<file path="src/logic/dtdp_pkg.sv">
// Constants, tables and types shared by the dual-tone dialer PWM block
// Operation
// - Pin index 0..15; only that pin driven
// - Pin output while busy, input afterwards
// - Tone on-time 0..65535 ms, default 200
// - Silent off-time 0..65535 ms, default 50
// - Codes played in order, gap between each
// - 4-bit codes: digits, star, pound, A-D
// - Two sines computed and summed digitally
// - Sum sets duty of fast PWM
package dtdp_pkg;

	// Clock and millisecond timing
	localparam int          CLK_HZ       = 40_000_000;
	localparam int          MS_PER_S     = 1000;
	localparam int          MS_TICKS_DEF = CLK_HZ / MS_PER_S;
	localparam int          TICK_W       = 16;

	// Widths of pins, codes and durations
	localparam int          PIN_N        = 16;
	localparam int          PIN_W        = 4;
	localparam int          CODE_W       = 4;
	localparam int          MS_W         = 16;
	localparam logic [15:0] ON_MS_DEF    = 16'h00C8;
	localparam logic [15:0] OFF_MS_DEF   = 16'h0032;

	// Tone code buffer
	localparam int          FIFO_DEPTH   = 8;
	localparam int          FIFO_CNT_W   = 4;

	// Register port and map
	localparam int          ADDR_W       = 8;
	localparam int          DATA_W       = 32;
	localparam logic [7:0]  REG_CTRL     = 8'h00;
	localparam logic [7:0]  REG_ON_MS    = 8'h04;
	localparam logic [7:0]  REG_OFF_MS   = 8'h08;
	localparam logic [7:0]  REG_TONE     = 8'h0C;
	localparam logic [7:0]  REG_STATUS   = 8'h10;

	// Control register fields
	localparam int          CTRL_START   = 0;
	localparam int          CTRL_PIN_LSB = 4;
	localparam int          CTRL_ON_DEF  = 8;
	localparam int          CTRL_OFF_DEF = 9;

	// Status register fields
	localparam int          ST_BUSY      = 0;
	localparam int          ST_TONE      = 1;
	localparam int          ST_EMPTY     = 2;
	localparam int          ST_FULL      = 3;
	localparam int          ST_OVF       = 4;
	localparam int          ST_CODE_LSB  = 8;
	localparam int          ST_CNT_LSB   = 16;

	// PWM frame and sample rate
	localparam int          PWM_W        = 9;
	localparam logic [8:0]  PWM_LAST     = 9'h1FF;
	localparam logic [8:0]  PWM_MID      = 9'h100;
	localparam int          SAMPLE_HZ    = CLK_HZ / 512;

	// Phase accumulators and quarter-wave sine table
	localparam int          ACC_W        = 24;
	localparam int          AMP_W        = 7;
	localparam logic [6:0]  SINE_Q [16]  = '{7'h06, 7'h13, 7'h1F, 7'h2B,
		7'h36, 7'h41, 7'h4C, 7'h55, 7'h5E, 7'h66, 7'h6D, 7'h73,
		7'h78, 7'h7B, 7'h7E, 7'h7F};

	// Increment per sample for a tone of hz, rounded
	function automatic logic [23:0] phase_inc(input int hz);
		longint t;
		t = ((longint'(hz) <<< ACC_W) + longint'(SAMPLE_HZ / 2))
			/ longint'(SAMPLE_HZ);
		return t[23:0];
	endfunction : phase_inc

	// Keypad grid frequencies
	localparam int          ROW_HZ [4]   = '{697, 770, 852, 941};
	localparam int          COL_HZ [4]   = '{1209, 1336, 1477, 1633};
	localparam logic [23:0] ROW_INC [4]  = '{phase_inc(697),
		phase_inc(770), phase_inc(852), phase_inc(941)};
	localparam logic [23:0] COL_INC [4]  = '{phase_inc(1209),
		phase_inc(1336), phase_inc(1477), phase_inc(1633)};

	// Code to keypad row and column: 0-9, star, pound, A-D
	localparam logic [1:0]  KEY_ROW [16] = '{2'h3, 2'h0, 2'h0, 2'h0,
		2'h1, 2'h1, 2'h1, 2'h2, 2'h2, 2'h2, 2'h3, 2'h3,
		2'h0, 2'h1, 2'h2, 2'h3};
	localparam logic [1:0]  KEY_COL [16] = '{2'h1, 2'h0, 2'h1, 2'h2,
		2'h0, 2'h1, 2'h2, 2'h0, 2'h1, 2'h2, 2'h0, 2'h2,
		2'h3, 2'h3, 2'h3, 2'h3};

	// Sequencer states
	typedef enum logic [3:0] {
		ST_IDLE = 4'h1,
		ST_LOAD = 4'h2,
		ST_PLAY = 4'h4,
		ST_GAP  = 4'h8
	} dtdp_state_t;

endpackage : dtdp_pkg

</file>
<file path="src/logic/dtdp_fifo.sv">
// Small synchronous FIFO with valid and ready on both sides
`timescale 1ns/1ps
module dtdp_fifo #(
	parameter int WIDTH = 4,
	parameter int DEPTH = 8,
	parameter int CNT_W = 4
) (
	// Clock and reset
	input  wire logic             ref_clk,
	input  wire logic             resetn,
	// Filling side
	input  wire logic             in_valid,
	output logic                  in_ready,
	input  wire logic [WIDTH-1:0] in_data,
	// Draining side
	output logic                  out_valid,
	input  wire logic             out_ready,
	output logic      [WIDTH-1:0] out_data,
	// Fill level
	output logic      [CNT_W-1:0] count
);

	localparam int PTR_W = $clog2(DEPTH);

	logic [WIDTH-1:0] mem [DEPTH];
	logic [PTR_W-1:0] wr_ptr;
	logic [PTR_W-1:0] rd_ptr;
	logic             push;
	logic             pop;

	// Honest flags straight from the fill count
	assign in_ready  = (count != CNT_W'(DEPTH));
	assign out_valid = (count != '0);
	assign out_data  = mem[rd_ptr];
	assign push      = in_valid && in_ready;
	assign pop       = out_valid && out_ready;

	// Storage needs no reset; only pointers and the fill count carry state
	always_ff @(posedge ref_clk) begin
		if (push) begin
			mem[wr_ptr] <= in_data;
		end
	end

	// Pointers wrap at the depth
	always_ff @(posedge ref_clk) begin
		if (!resetn) begin
			wr_ptr <= '0;
			rd_ptr <= '0;
		end else begin
			if (push) begin
				wr_ptr <= (wr_ptr == PTR_W'(DEPTH - 1)) ? '0 : wr_ptr + 1'b1;
			end
			if (pop) begin
				rd_ptr <= (rd_ptr == PTR_W'(DEPTH - 1)) ? '0 : rd_ptr + 1'b1;
			end
		end
	end

	// Fill count
	always_ff @(posedge ref_clk) begin
		if (!resetn) begin
			count <= '0;
		end else if (push && !pop) begin
			count <= count + 1'b1;
		end else if (pop && !push) begin
			count <= count - 1'b1;
		end
	end

endmodule : dtdp_fifo

</file>
<file path="src/logic/dtdp_dialer.sv">
// Dual-tone dialer: register port, tone sequencer, synthesis and PWM pins
//
// Decided for this implementation: the placing of the registers and strobed register access.
`timescale 1ns/1ps
module dtdp_dialer
	import dtdp_pkg::*;
#(
	parameter int MS_TICKS = MS_TICKS_DEF
) (
	// Clock and reset
	input  wire logic              ref_clk,
	input  wire logic              resetn,
	// Register port
	input  wire logic [ADDR_W-1:0] reg_addr,
	input  wire logic [DATA_W-1:0] reg_wdata,
	input  wire logic              reg_wr,
	input  wire logic              reg_rd,
	output logic      [DATA_W-1:0] reg_rdata,
	// Pin drive, one output enable per pin
	output logic      [PIN_N-1:0]  pin_out,
	output logic      [PIN_N-1:0]  pin_oe,
	// Sequence status
	output logic                   busy
);

	// Sequencer state
	dtdp_state_t       state;
	dtdp_state_t       next_state;

	// Configuration
	logic [PIN_W-1:0]  pin_sel;
	logic [MS_W-1:0]   on_ms;
	logic [MS_W-1:0]   off_ms;
	logic              on_def;
	logic              off_def;
	logic              overflow;
	logic [PIN_W-1:0]  drive_pin;

	// Register decode
	logic              hit_ctrl;
	logic              hit_on;
	logic              hit_off;
	logic              hit_tone;
	logic              hit_status;
	logic              start_req;

	// Buffer handshake
	logic              fifo_in_ready;
	logic              fifo_out_valid;
	logic              fifo_out_ready;
	logic [CODE_W-1:0] fifo_out_data;
	logic [FIFO_CNT_W-1:0] fifo_count;

	// Timing
	logic [TICK_W-1:0] tick_cnt;
	logic              ms_tick;
	logic [MS_W-1:0]   ms_left;
	logic [MS_W-1:0]   on_len;
	logic [MS_W-1:0]   off_len;

	// Tone synthesis
	logic [CODE_W-1:0] cur_code;
	logic [ACC_W-1:0]  inc [2];
	logic [ACC_W-1:0]  acc [2];
	logic signed [AMP_W:0] wave [2];
	logic [PWM_W-1:0]  pwm_cnt;
	logic [PWM_W-1:0]  duty;
	logic [PWM_W-1:0]  next_duty;
	logic              sample_strobe;
	logic              pwm_high;
	logic              next_busy;

	// Address decode for both strobes
	always_comb begin
		hit_ctrl   = 1'b0;
		hit_on     = 1'b0;
		hit_off    = 1'b0;
		hit_tone   = 1'b0;
		hit_status = 1'b0;
		if (reg_addr == REG_CTRL) begin
			hit_ctrl = 1'b1;
		end else if (reg_addr == REG_ON_MS) begin
			hit_on = 1'b1;
		end else if (reg_addr == REG_OFF_MS) begin
			hit_off = 1'b1;
		end else if (reg_addr == REG_TONE) begin
			hit_tone = 1'b1;
		end else if (reg_addr == REG_STATUS) begin
			hit_status = 1'b1;
		end
	end

	// A start while a sequence runs is ignored, not queued
	assign start_req = reg_wr && hit_ctrl && reg_wdata[CTRL_START]
		&& !busy;
	// Pin of the start write itself, so no stale pin flashes at start
	assign drive_pin = start_req ? reg_wdata[CTRL_PIN_LSB +: PIN_W]
		: pin_sel;

	// Configuration freezes while busy so a running sequence stays coherent
	always_ff @(posedge ref_clk) begin
		if (!resetn) begin
			pin_sel <= '0;
			on_def  <= 1'b1;
			off_def <= 1'b1;
		end else if (reg_wr && hit_ctrl && !busy) begin
			pin_sel <= reg_wdata[CTRL_PIN_LSB +: PIN_W];
			on_def  <= reg_wdata[CTRL_ON_DEF];
			off_def <= reg_wdata[CTRL_OFF_DEF];
		end
	end

	// Durations in milliseconds
	always_ff @(posedge ref_clk) begin
		if (!resetn) begin
			on_ms  <= ON_MS_DEF;
			off_ms <= OFF_MS_DEF;
		end else if (reg_wr && !busy) begin
			if (hit_on) begin
				on_ms <= reg_wdata[MS_W-1:0];
			end
			if (hit_off) begin
				off_ms <= reg_wdata[MS_W-1:0];
			end
		end
	end

	// Default durations apply when the caller gives none
	assign on_len  = on_def ? ON_MS_DEF : on_ms;
	assign off_len = off_def ? OFF_MS_DEF : off_ms;

	// Lost push on a full buffer; new loss beats a clear in one cycle
	always_ff @(posedge ref_clk) begin
		if (!resetn) begin
			overflow <= 1'b0;
		end else if (reg_wr && hit_tone && !fifo_in_ready) begin
			overflow <= 1'b1;
		end else if (reg_wr && hit_status && reg_wdata[ST_OVF]) begin
			overflow <= 1'b0;
		end
	end

	// Tone codes queue here in the order written
	dtdp_fifo #(
		.WIDTH (CODE_W),
		.DEPTH (FIFO_DEPTH),
		.CNT_W (FIFO_CNT_W)
	) u_code_fifo (
		.ref_clk   (ref_clk),
		.resetn    (resetn),
		.in_valid  (reg_wr && hit_tone),
		.in_ready  (fifo_in_ready),
		.in_data   (reg_wdata[CODE_W-1:0]),
		.out_valid (fifo_out_valid),
		.out_ready (fifo_out_ready),
		.out_data  (fifo_out_data),
		.count     (fifo_count)
	);

	// Buffer drains only between tones, so it fills under a slow sequence
	assign fifo_out_ready = (state == ST_LOAD);

	// Millisecond tick, restarted on every state change
	assign ms_tick = (tick_cnt == TICK_W'(MS_TICKS - 1));

	always_ff @(posedge ref_clk) begin
		if (!resetn) begin
			tick_cnt <= '0;
		end else if (next_state != state || ms_tick) begin
			tick_cnt <= '0;
		end else begin
			tick_cnt <= tick_cnt + 1'b1;
		end
	end

	// Sequencer transitions
	always_comb begin
		next_state = state;
		case (state)
			ST_IDLE: begin
				if (start_req) begin
					next_state = ST_LOAD;
				end
			end
			ST_LOAD: begin
				if (fifo_out_valid) begin
					next_state = ST_PLAY;
				end else begin
					next_state = ST_IDLE;
				end
			end
			ST_PLAY: begin
				if (ms_left == '0) begin
					next_state = ST_GAP;
				end
			end
			ST_GAP: begin
				if (ms_left == '0) begin
					next_state = ST_LOAD;
				end
			end
			default: begin
				next_state = ST_IDLE;
			end
		endcase
	end

	// State register
	always_ff @(posedge ref_clk) begin
		if (!resetn) begin
			state <= ST_IDLE;
		end else begin
			state <= next_state;
		end
	end

	// Busy covers the last gap up to the empty-buffer check
	assign next_busy = (next_state != ST_IDLE);

	always_ff @(posedge ref_clk) begin
		if (!resetn) begin
			busy <= 1'b0;
		end else begin
			busy <= next_busy;
		end
	end

	// Remaining whole milliseconds of the current tone or gap
	always_ff @(posedge ref_clk) begin
		if (!resetn) begin
			ms_left <= '0;
		end else if (state == ST_LOAD && fifo_out_valid) begin
			ms_left <= on_len;
		end else if (state == ST_PLAY && ms_left == '0) begin
			ms_left <= off_len;
		end else if (ms_tick && ms_left != '0) begin
			ms_left <= ms_left - 1'b1;
		end
	end

	// Code and grid increments latched as each tone starts
	always_ff @(posedge ref_clk) begin
		if (!resetn) begin
			cur_code <= '0;
			inc[0]   <= '0;
			inc[1]   <= '0;
		end else if (state == ST_LOAD && fifo_out_valid) begin
			cur_code <= fifo_out_data;
			inc[0]   <= ROW_INC[KEY_ROW[fifo_out_data]];
			inc[1]   <= COL_INC[KEY_COL[fifo_out_data]];
		end
	end

	// PWM frame counter; one sample per frame
	always_ff @(posedge ref_clk) begin
		if (!resetn) begin
			pwm_cnt <= '0;
		end else begin
			pwm_cnt <= pwm_cnt + 1'b1;
		end
	end

	assign sample_strobe = (pwm_cnt == PWM_LAST);

	// Two oscillators, each a phase accumulator and quarter-wave lookup
	for (genvar k = 0; k < 2; k++) begin : g_osc
		logic [5:0] ph;
		logic [3:0] idx;
		logic [6:0] mag;

		// Phase restarts at zero so every tone opens cleanly
		always_ff @(posedge ref_clk) begin
			if (!resetn) begin
				acc[k] <= '0;
			end else if (state != ST_PLAY) begin
				acc[k] <= '0;
			end else if (sample_strobe) begin
				acc[k] <= acc[k] + inc[k];
			end
		end

		// Mirror the index in odd quarters, negate in the second half
		assign ph  = acc[k][ACC_W-1 -: 6];
		assign idx = ph[4] ? ~ph[3:0] : ph[3:0];
		assign mag = SINE_Q[idx];
		assign wave[k] = ph[5] ? -$signed({1'b0, mag})
			: $signed({1'b0, mag});
	end

	// Sum of both sines offset to mid-scale; peak 254 stays inside 0..511
	always_comb begin
		logic signed [PWM_W+1:0] mix;
		mix = '0;
		mix = $signed({2'b00, PWM_MID}) + (PWM_W+2)'(wave[0])
			+ (PWM_W+2)'(wave[1]);
		if (state == ST_PLAY) begin
			next_duty = mix[PWM_W-1:0];
		end else begin
			next_duty = PWM_MID;
		end
	end

	// Duty changes only at a frame edge to avoid runt pulses
	always_ff @(posedge ref_clk) begin
		if (!resetn) begin
			duty <= PWM_MID;
		end else if (sample_strobe) begin
			duty <= next_duty;
		end
	end

	// 78 kHz pulse rate, far above the keypad band
	assign pwm_high = (pwm_cnt < duty);

	// Per-pin drive; the gap idles at half duty, which filters to silence
	for (genvar i = 0; i < PIN_N; i++) begin : g_pin
		always_ff @(posedge ref_clk) begin
			if (!resetn) begin
				pin_oe[i]  <= 1'b0;
				pin_out[i] <= 1'b0;
			end else if (next_busy && drive_pin == PIN_W'(i)) begin
				pin_oe[i]  <= 1'b1;
				pin_out[i] <= pwm_high;
			end else begin
				pin_oe[i]  <= 1'b0;
				pin_out[i] <= 1'b0;
			end
		end
	end

	// Read data stands only in the cycle after the read strobe
	always_ff @(posedge ref_clk) begin
		if (!resetn) begin
			reg_rdata <= '0;
		end else if (!reg_rd) begin
			reg_rdata <= '0;
		end else if (hit_ctrl) begin
			reg_rdata <= '0;
			reg_rdata[CTRL_PIN_LSB +: PIN_W] <= pin_sel;
			reg_rdata[CTRL_ON_DEF]           <= on_def;
			reg_rdata[CTRL_OFF_DEF]          <= off_def;
		end else if (hit_on) begin
			reg_rdata <= {{(DATA_W-MS_W){1'b0}}, on_ms};
		end else if (hit_off) begin
			reg_rdata <= {{(DATA_W-MS_W){1'b0}}, off_ms};
		end else if (hit_status) begin
			reg_rdata <= '0;
			reg_rdata[ST_BUSY]                       <= busy;
			reg_rdata[ST_TONE]                       <= (state == ST_PLAY);
			reg_rdata[ST_EMPTY]                      <= !fifo_out_valid;
			reg_rdata[ST_FULL]                       <= !fifo_in_ready;
			reg_rdata[ST_OVF]                        <= overflow;
			reg_rdata[ST_CODE_LSB +: CODE_W]         <= cur_code;
			reg_rdata[ST_CNT_LSB +: FIFO_CNT_W]      <= fifo_count;
		end else begin
			reg_rdata <= '0;
		end
	end

endmodule : dtdp_dialer

</file>
<file path="config.mk">
export PLATFORM = sky130hd
export DESIGN_NAME = dtdp_dialer
export DESIGN_NICKNAME = d
export VERILOG_FILES = /design/src/logic/dtdp_pkg.sv /design/src/logic/dtdp_fifo.sv /design/src/logic/dtdp_dialer.sv
export SDC_FILE = /design/constraint.sdc
export NUM_CORES = 1
export LEC_CHECK = 0
export BUFFER_PORTS_ARGS = -buffer_cell sky130_fd_sc_hd__buf_2
export CORE_ASPECT_RATIO = 1.75
export CORE_MARGIN = 1
export CORE_UTILIZATION = 50
export DETAILED_ROUTE_END_ITERATION = 10
export PLACE_DENSITY = 0.71
export RECOVER_POWER = 25
export SKIP_CTS_REPAIR_TIMING = 1
export SYNTH_ARGS = -nofsm -noshare
export SYNTH_HDL_FRONTEND = slang
export SYNTH_HIERARCHICAL = 1
export SYNTH_SLANG_ARGS = --single-unit
</file>
<file path="constraint.sdc">
create_clock -name ref_clk -period 5.3 [get_ports ref_clk]
set_clock_uncertainty 0.15 [all_clocks]
set_input_delay 0.795 -clock ref_clk [delete_from_list [all_inputs] [get_ports ref_clk]]
set_output_delay 0.795 -clock ref_clk [all_outputs]
set_load 0.005 [all_outputs]
</file>
==> results_dict.tcl <==
set metrics [dict create \
    core_area_mm2 0.0279 \
    n_antenna_cell 0 \
    rsz0062_at_grt "no" \
    cp.depth 18 \
    wl_per_cell_um 16.9 \
    grt_use_total_pct 22.7 \
    synth_seq_area_share_pct 43.9 \
    slew_headroom_pct -51.8 \
    avgSynthCellArea_um2 9.54 \
    cts_sinks 261 \
    power.total_mw 3.91 \
    initial_core_util_pct 50.7 \
    hold_violations 0 \
    period_needed_ns 4.48 \
    viasPerCell 5.79 \
    grt_pass1_vias 11200 \
    via_count 11100 \
    synth-seq-cells 261 \
    grt_start_max_net_pins 48 \
    slew_viol_final 94 \
    drv_cap 2 \
    clk_pin_slew_worst_paths_ns 0.07 \
    die_h_um 224 \
    synth_edf_count 98 \
    cts_buffer_depth 3 \
    path_cells "xor2_1, inv_1, ha_1, inv_1, a21oi_1, a31oi_1, ha_1, nor2_1, a21oi_1, ha_1, ha_1, fa_1, a21o_1, a21oi_1, o21bai_1, a21oi_1, xor2_1, o21ai_0" \
    firstDrtPassIters 5 \
    antenna_found_initial 0 \
    die-area_mm2 0.0290 \
    postRouteAntennaNets 0 \
    cellPowerDensity_mw_per_mm2 252 \
    crit_path_end "duty[7]$_SDFFE_PN0N_" \
    ys_types 83 \
    worstPathRequired_ns 5.54 \
    finalSetupViolations 0 \
    cts_tree "done" \
    syn_inst 1481 \
    grt_overflow 0 \
    numCtsBuffers 24 \
    cpPeakStageDelay_ns 0.58 \
    clkLatencyLatePin_ns 0.53 \
    grt_pass1_wl_um 53000 \
    hpwl_um 23500 \
    rr_endpoint "duty[7]$_SDFFE_PN0N_" \
    drt_wl_total_um 32400 \
    startpoint "acc[1][22]$_SDFFCE_PN0P_" \
    num_io_pins 109 \
    htree_levels 1 \
    violations "max-capacitance violations, max-slew violations" \
    timing_worst_setup_path_type "reg2reg" \
    port_buffers 80 \
    drive_above_1_share_pct 8.38 \
    crit_arrival_ns 4.72 \
    crit_buf_inv 2 \
    yosysWarningCount 6 \
    cp-end-kind "flip-flop" \
    met3_usage_pct 2.31 \
    synth.most_common_cell "dfxtp_1" \
    gp_congestion 0.896 \
    netlist_area_mm2 0.0141 \
    critical-path-top-delay-family "adder cells" \
    r2r_setup_slack_ns 0.82 \
    area_delta_synth_final_pct 9.68 \
    worstPathMaxFanout 12 \
    slowest_stage "edfxtp_1" \
    synth-main-ff-cell "dfxtp_1" \
    start_kind "flip-flop" \
    post-route-period-util_pct 84.6 \
    worstMarginPinSlew_ns 2.28 \
    rows 81 \
    drt-initial-drc-count 536 \
    synth_area_leaders "dfxtp_1 (23%), edfxtp_1 (21%), ha_1 (7.9%)" \
    ff2ff_path_depth 18 \
    gr-usage-met2_pct 43.4 \
    yosysTopAreaCellShare_pct 23.1 \
    fin_nets 1670 \
    top_usage_layer "met2" \
    outcome "finished, violations left" \
    min_path_type "reg2reg" \
    synthArstFlopShare_pct 0 \
    cts_root_buf "clkbuf_16" \
    drc 0 \
    setup_tns_ns 0 \
    leakage_nw 6.11 \
    met1_usage_pct 23.1 \
    die_w_um 129 \
    yosysTopAreaCell "dfxtp_1" \
    fmax_mhz 223 \
    peakVddDrop_mv 0.249 \
    synth_common_cells "dfxtp_1 (163), nor2_1 (149), nand2_1 (134)" \
    regToRegStartpoint "acc[1][22]$_SDFFCE_PN0P_" \
]
flip-flops by register name (all words and copies together), names as in the netlist, 16 cells and up, named ones only:
signal and cells:
reg_rdata 20, ms_left 16, pin_oe 16, acc 47, on_ms 16, off_ms 16, pin_out 16, tick_cnt 16
u_code_fifo/mem 32, inc 19
per-stage QoR:
step | setup WS (ns) | area [µm²] | util, % | std cells | hold slack, ns
after floorplan | 1.30 | 14200 | - | 1492 | 0.275
after global placement | 0.909 | 14800 | 53.0 | 1880 | 0.292
after detailed placement | 0.867 | 14800 | 53.0 | 1880 | 0.302
after CTS | 0.828 | 15600 | 55.8 | 1924 | 0.313
after global routing | 0.507 | 15500 | 55.6 | 1924 | 0.327
final | 0.816 | 15500 | 55.6 | 1924 | 0.314
layout by cell type, fill, tap and decap left out, drive strengths merged, types with 11 or more instances in the layout:
| cell type | Yosys | routed |
|---|---|---|
| dfxtp | 163 | 163 |
| nor2 | 149 | 149 |
| nand2 | 137 | 137 |
| edfxtp | 98 | 98 |
| a21oi | 94 | 94 |
| ha | 89 | 89 |
| o21ai | 75 | 75 |
| clkbuf | 48 | 73 |
| nand3 | 60 | 60 |
| inv | 55 | 55 |
| buf | 31 | 54 |
| nor3 | 50 | 50 |
| mux2i | 40 | 40 |
| xor2 | 33 | 33 |
| xnor2 | 29 | 29 |
| a21o | 25 | 25 |
| nand2b | 22 | 22 |
| a31oi | 19 | 19 |
| and2 | 18 | 18 |
| nor2b | 17 | 17 |
| o21a | 15 | 15 |
| o211ai | 15 | 15 |
| nand4 | 14 | 14 |
| or3 | 13 | 13 |
| conb | 1 | 12 |
| nor3b | 12 | 12 |
| a21boi | 12 | 12 |
| and3 | 11 | 11 |
| a211oi | 11 | 11 |
where the power goes:
| part | total [mW] | switching [mW] | internal (mW) |
|---|---|---|---|
| Sequential | 2.09 | 0.0101 | 2.08 |
| Combinational | 0.0974 | 0.0662 | 0.0312 |
| Clock | 1.72 | 0.751 | 0.972 |
routing by layer:
| metal | wire length (µm) | vias up | share of wire, % |
|---|---|---|---|
| li1 | - | 5441 | - |
| met1 | 12100 | 5290 | 37 |
| met2 | 17300 | 288 | 53 |
| met3 | 1110 | 121 | 3.4 |
| met4 | 1860 | 0 | 5.7 |
| met5 | 0 | - | 0 |
cells by family after synthesis:
kind of cell / synth area share [%]
AO/OA/AOI/OAI: 15.8
other: 0.0265
flip-flops: 43.9
AND/OR/NAND/NOR: 18.7
XOR/XNOR: 3.89
buffers and inverters: 4.12
adder cells (fa/ha/maj): 8.44
multiplexers: 5.20
worst min-delay path, stage by stage (launching register included):
cell and delay (ns):
dfxtp_1 0.33, nand2_1 0.05, o21ai_0 0.06
area by class of cell:
| cell class | instances | area [µm²] |
|---|---|---|
| repair buffers | 94 | 450 |
| multi-input cells | 1097 | 7390 |
| well taps | 373 | 467 |
| inverters | 55 | 206 |
| clock inverters | 11 | 88.8 |
| fillers | 2481 | 12400 |
| flip-flops and latches | 261 | 6210 |
| clock buffers | 33 | 697 |
how the worst min path moves through the flow:
stage | slack (ns) | from | depth (start not counted) | end
2_1_floorplan | 0.28 | duty[3]$_SDFFE_PN0N_ | 2 | duty[3]$_SDFFE_PN0N_
3_3_place_gp | 0.29 | duty[4]$_SDFFE_PN0N_ | 2 | duty[4]$_SDFFE_PN0N_
3_5_place_dp | 0.30 | pwm_cnt[0]$_SDFF_PN0_ | 1 | pwm_cnt[0]$_SDFF_PN0_
4_1_cts | 0.31 | cur_code[2]$_SDFFE_PN0P_ | 2 | cur_code[2]$_SDFFE_PN0P_
5_1_grt | 0.33 | pwm_cnt[0]$_SDFF_PN0_ | 1 | pwm_cnt[0]$_SDFF_PN0_
6_report | 0.31 | duty[6]$_SDFFE_PN0N_ | 2 | duty[6]$_SDFFE_PN0N_
No activity file was read; power rests on OpenSTA's default activity.
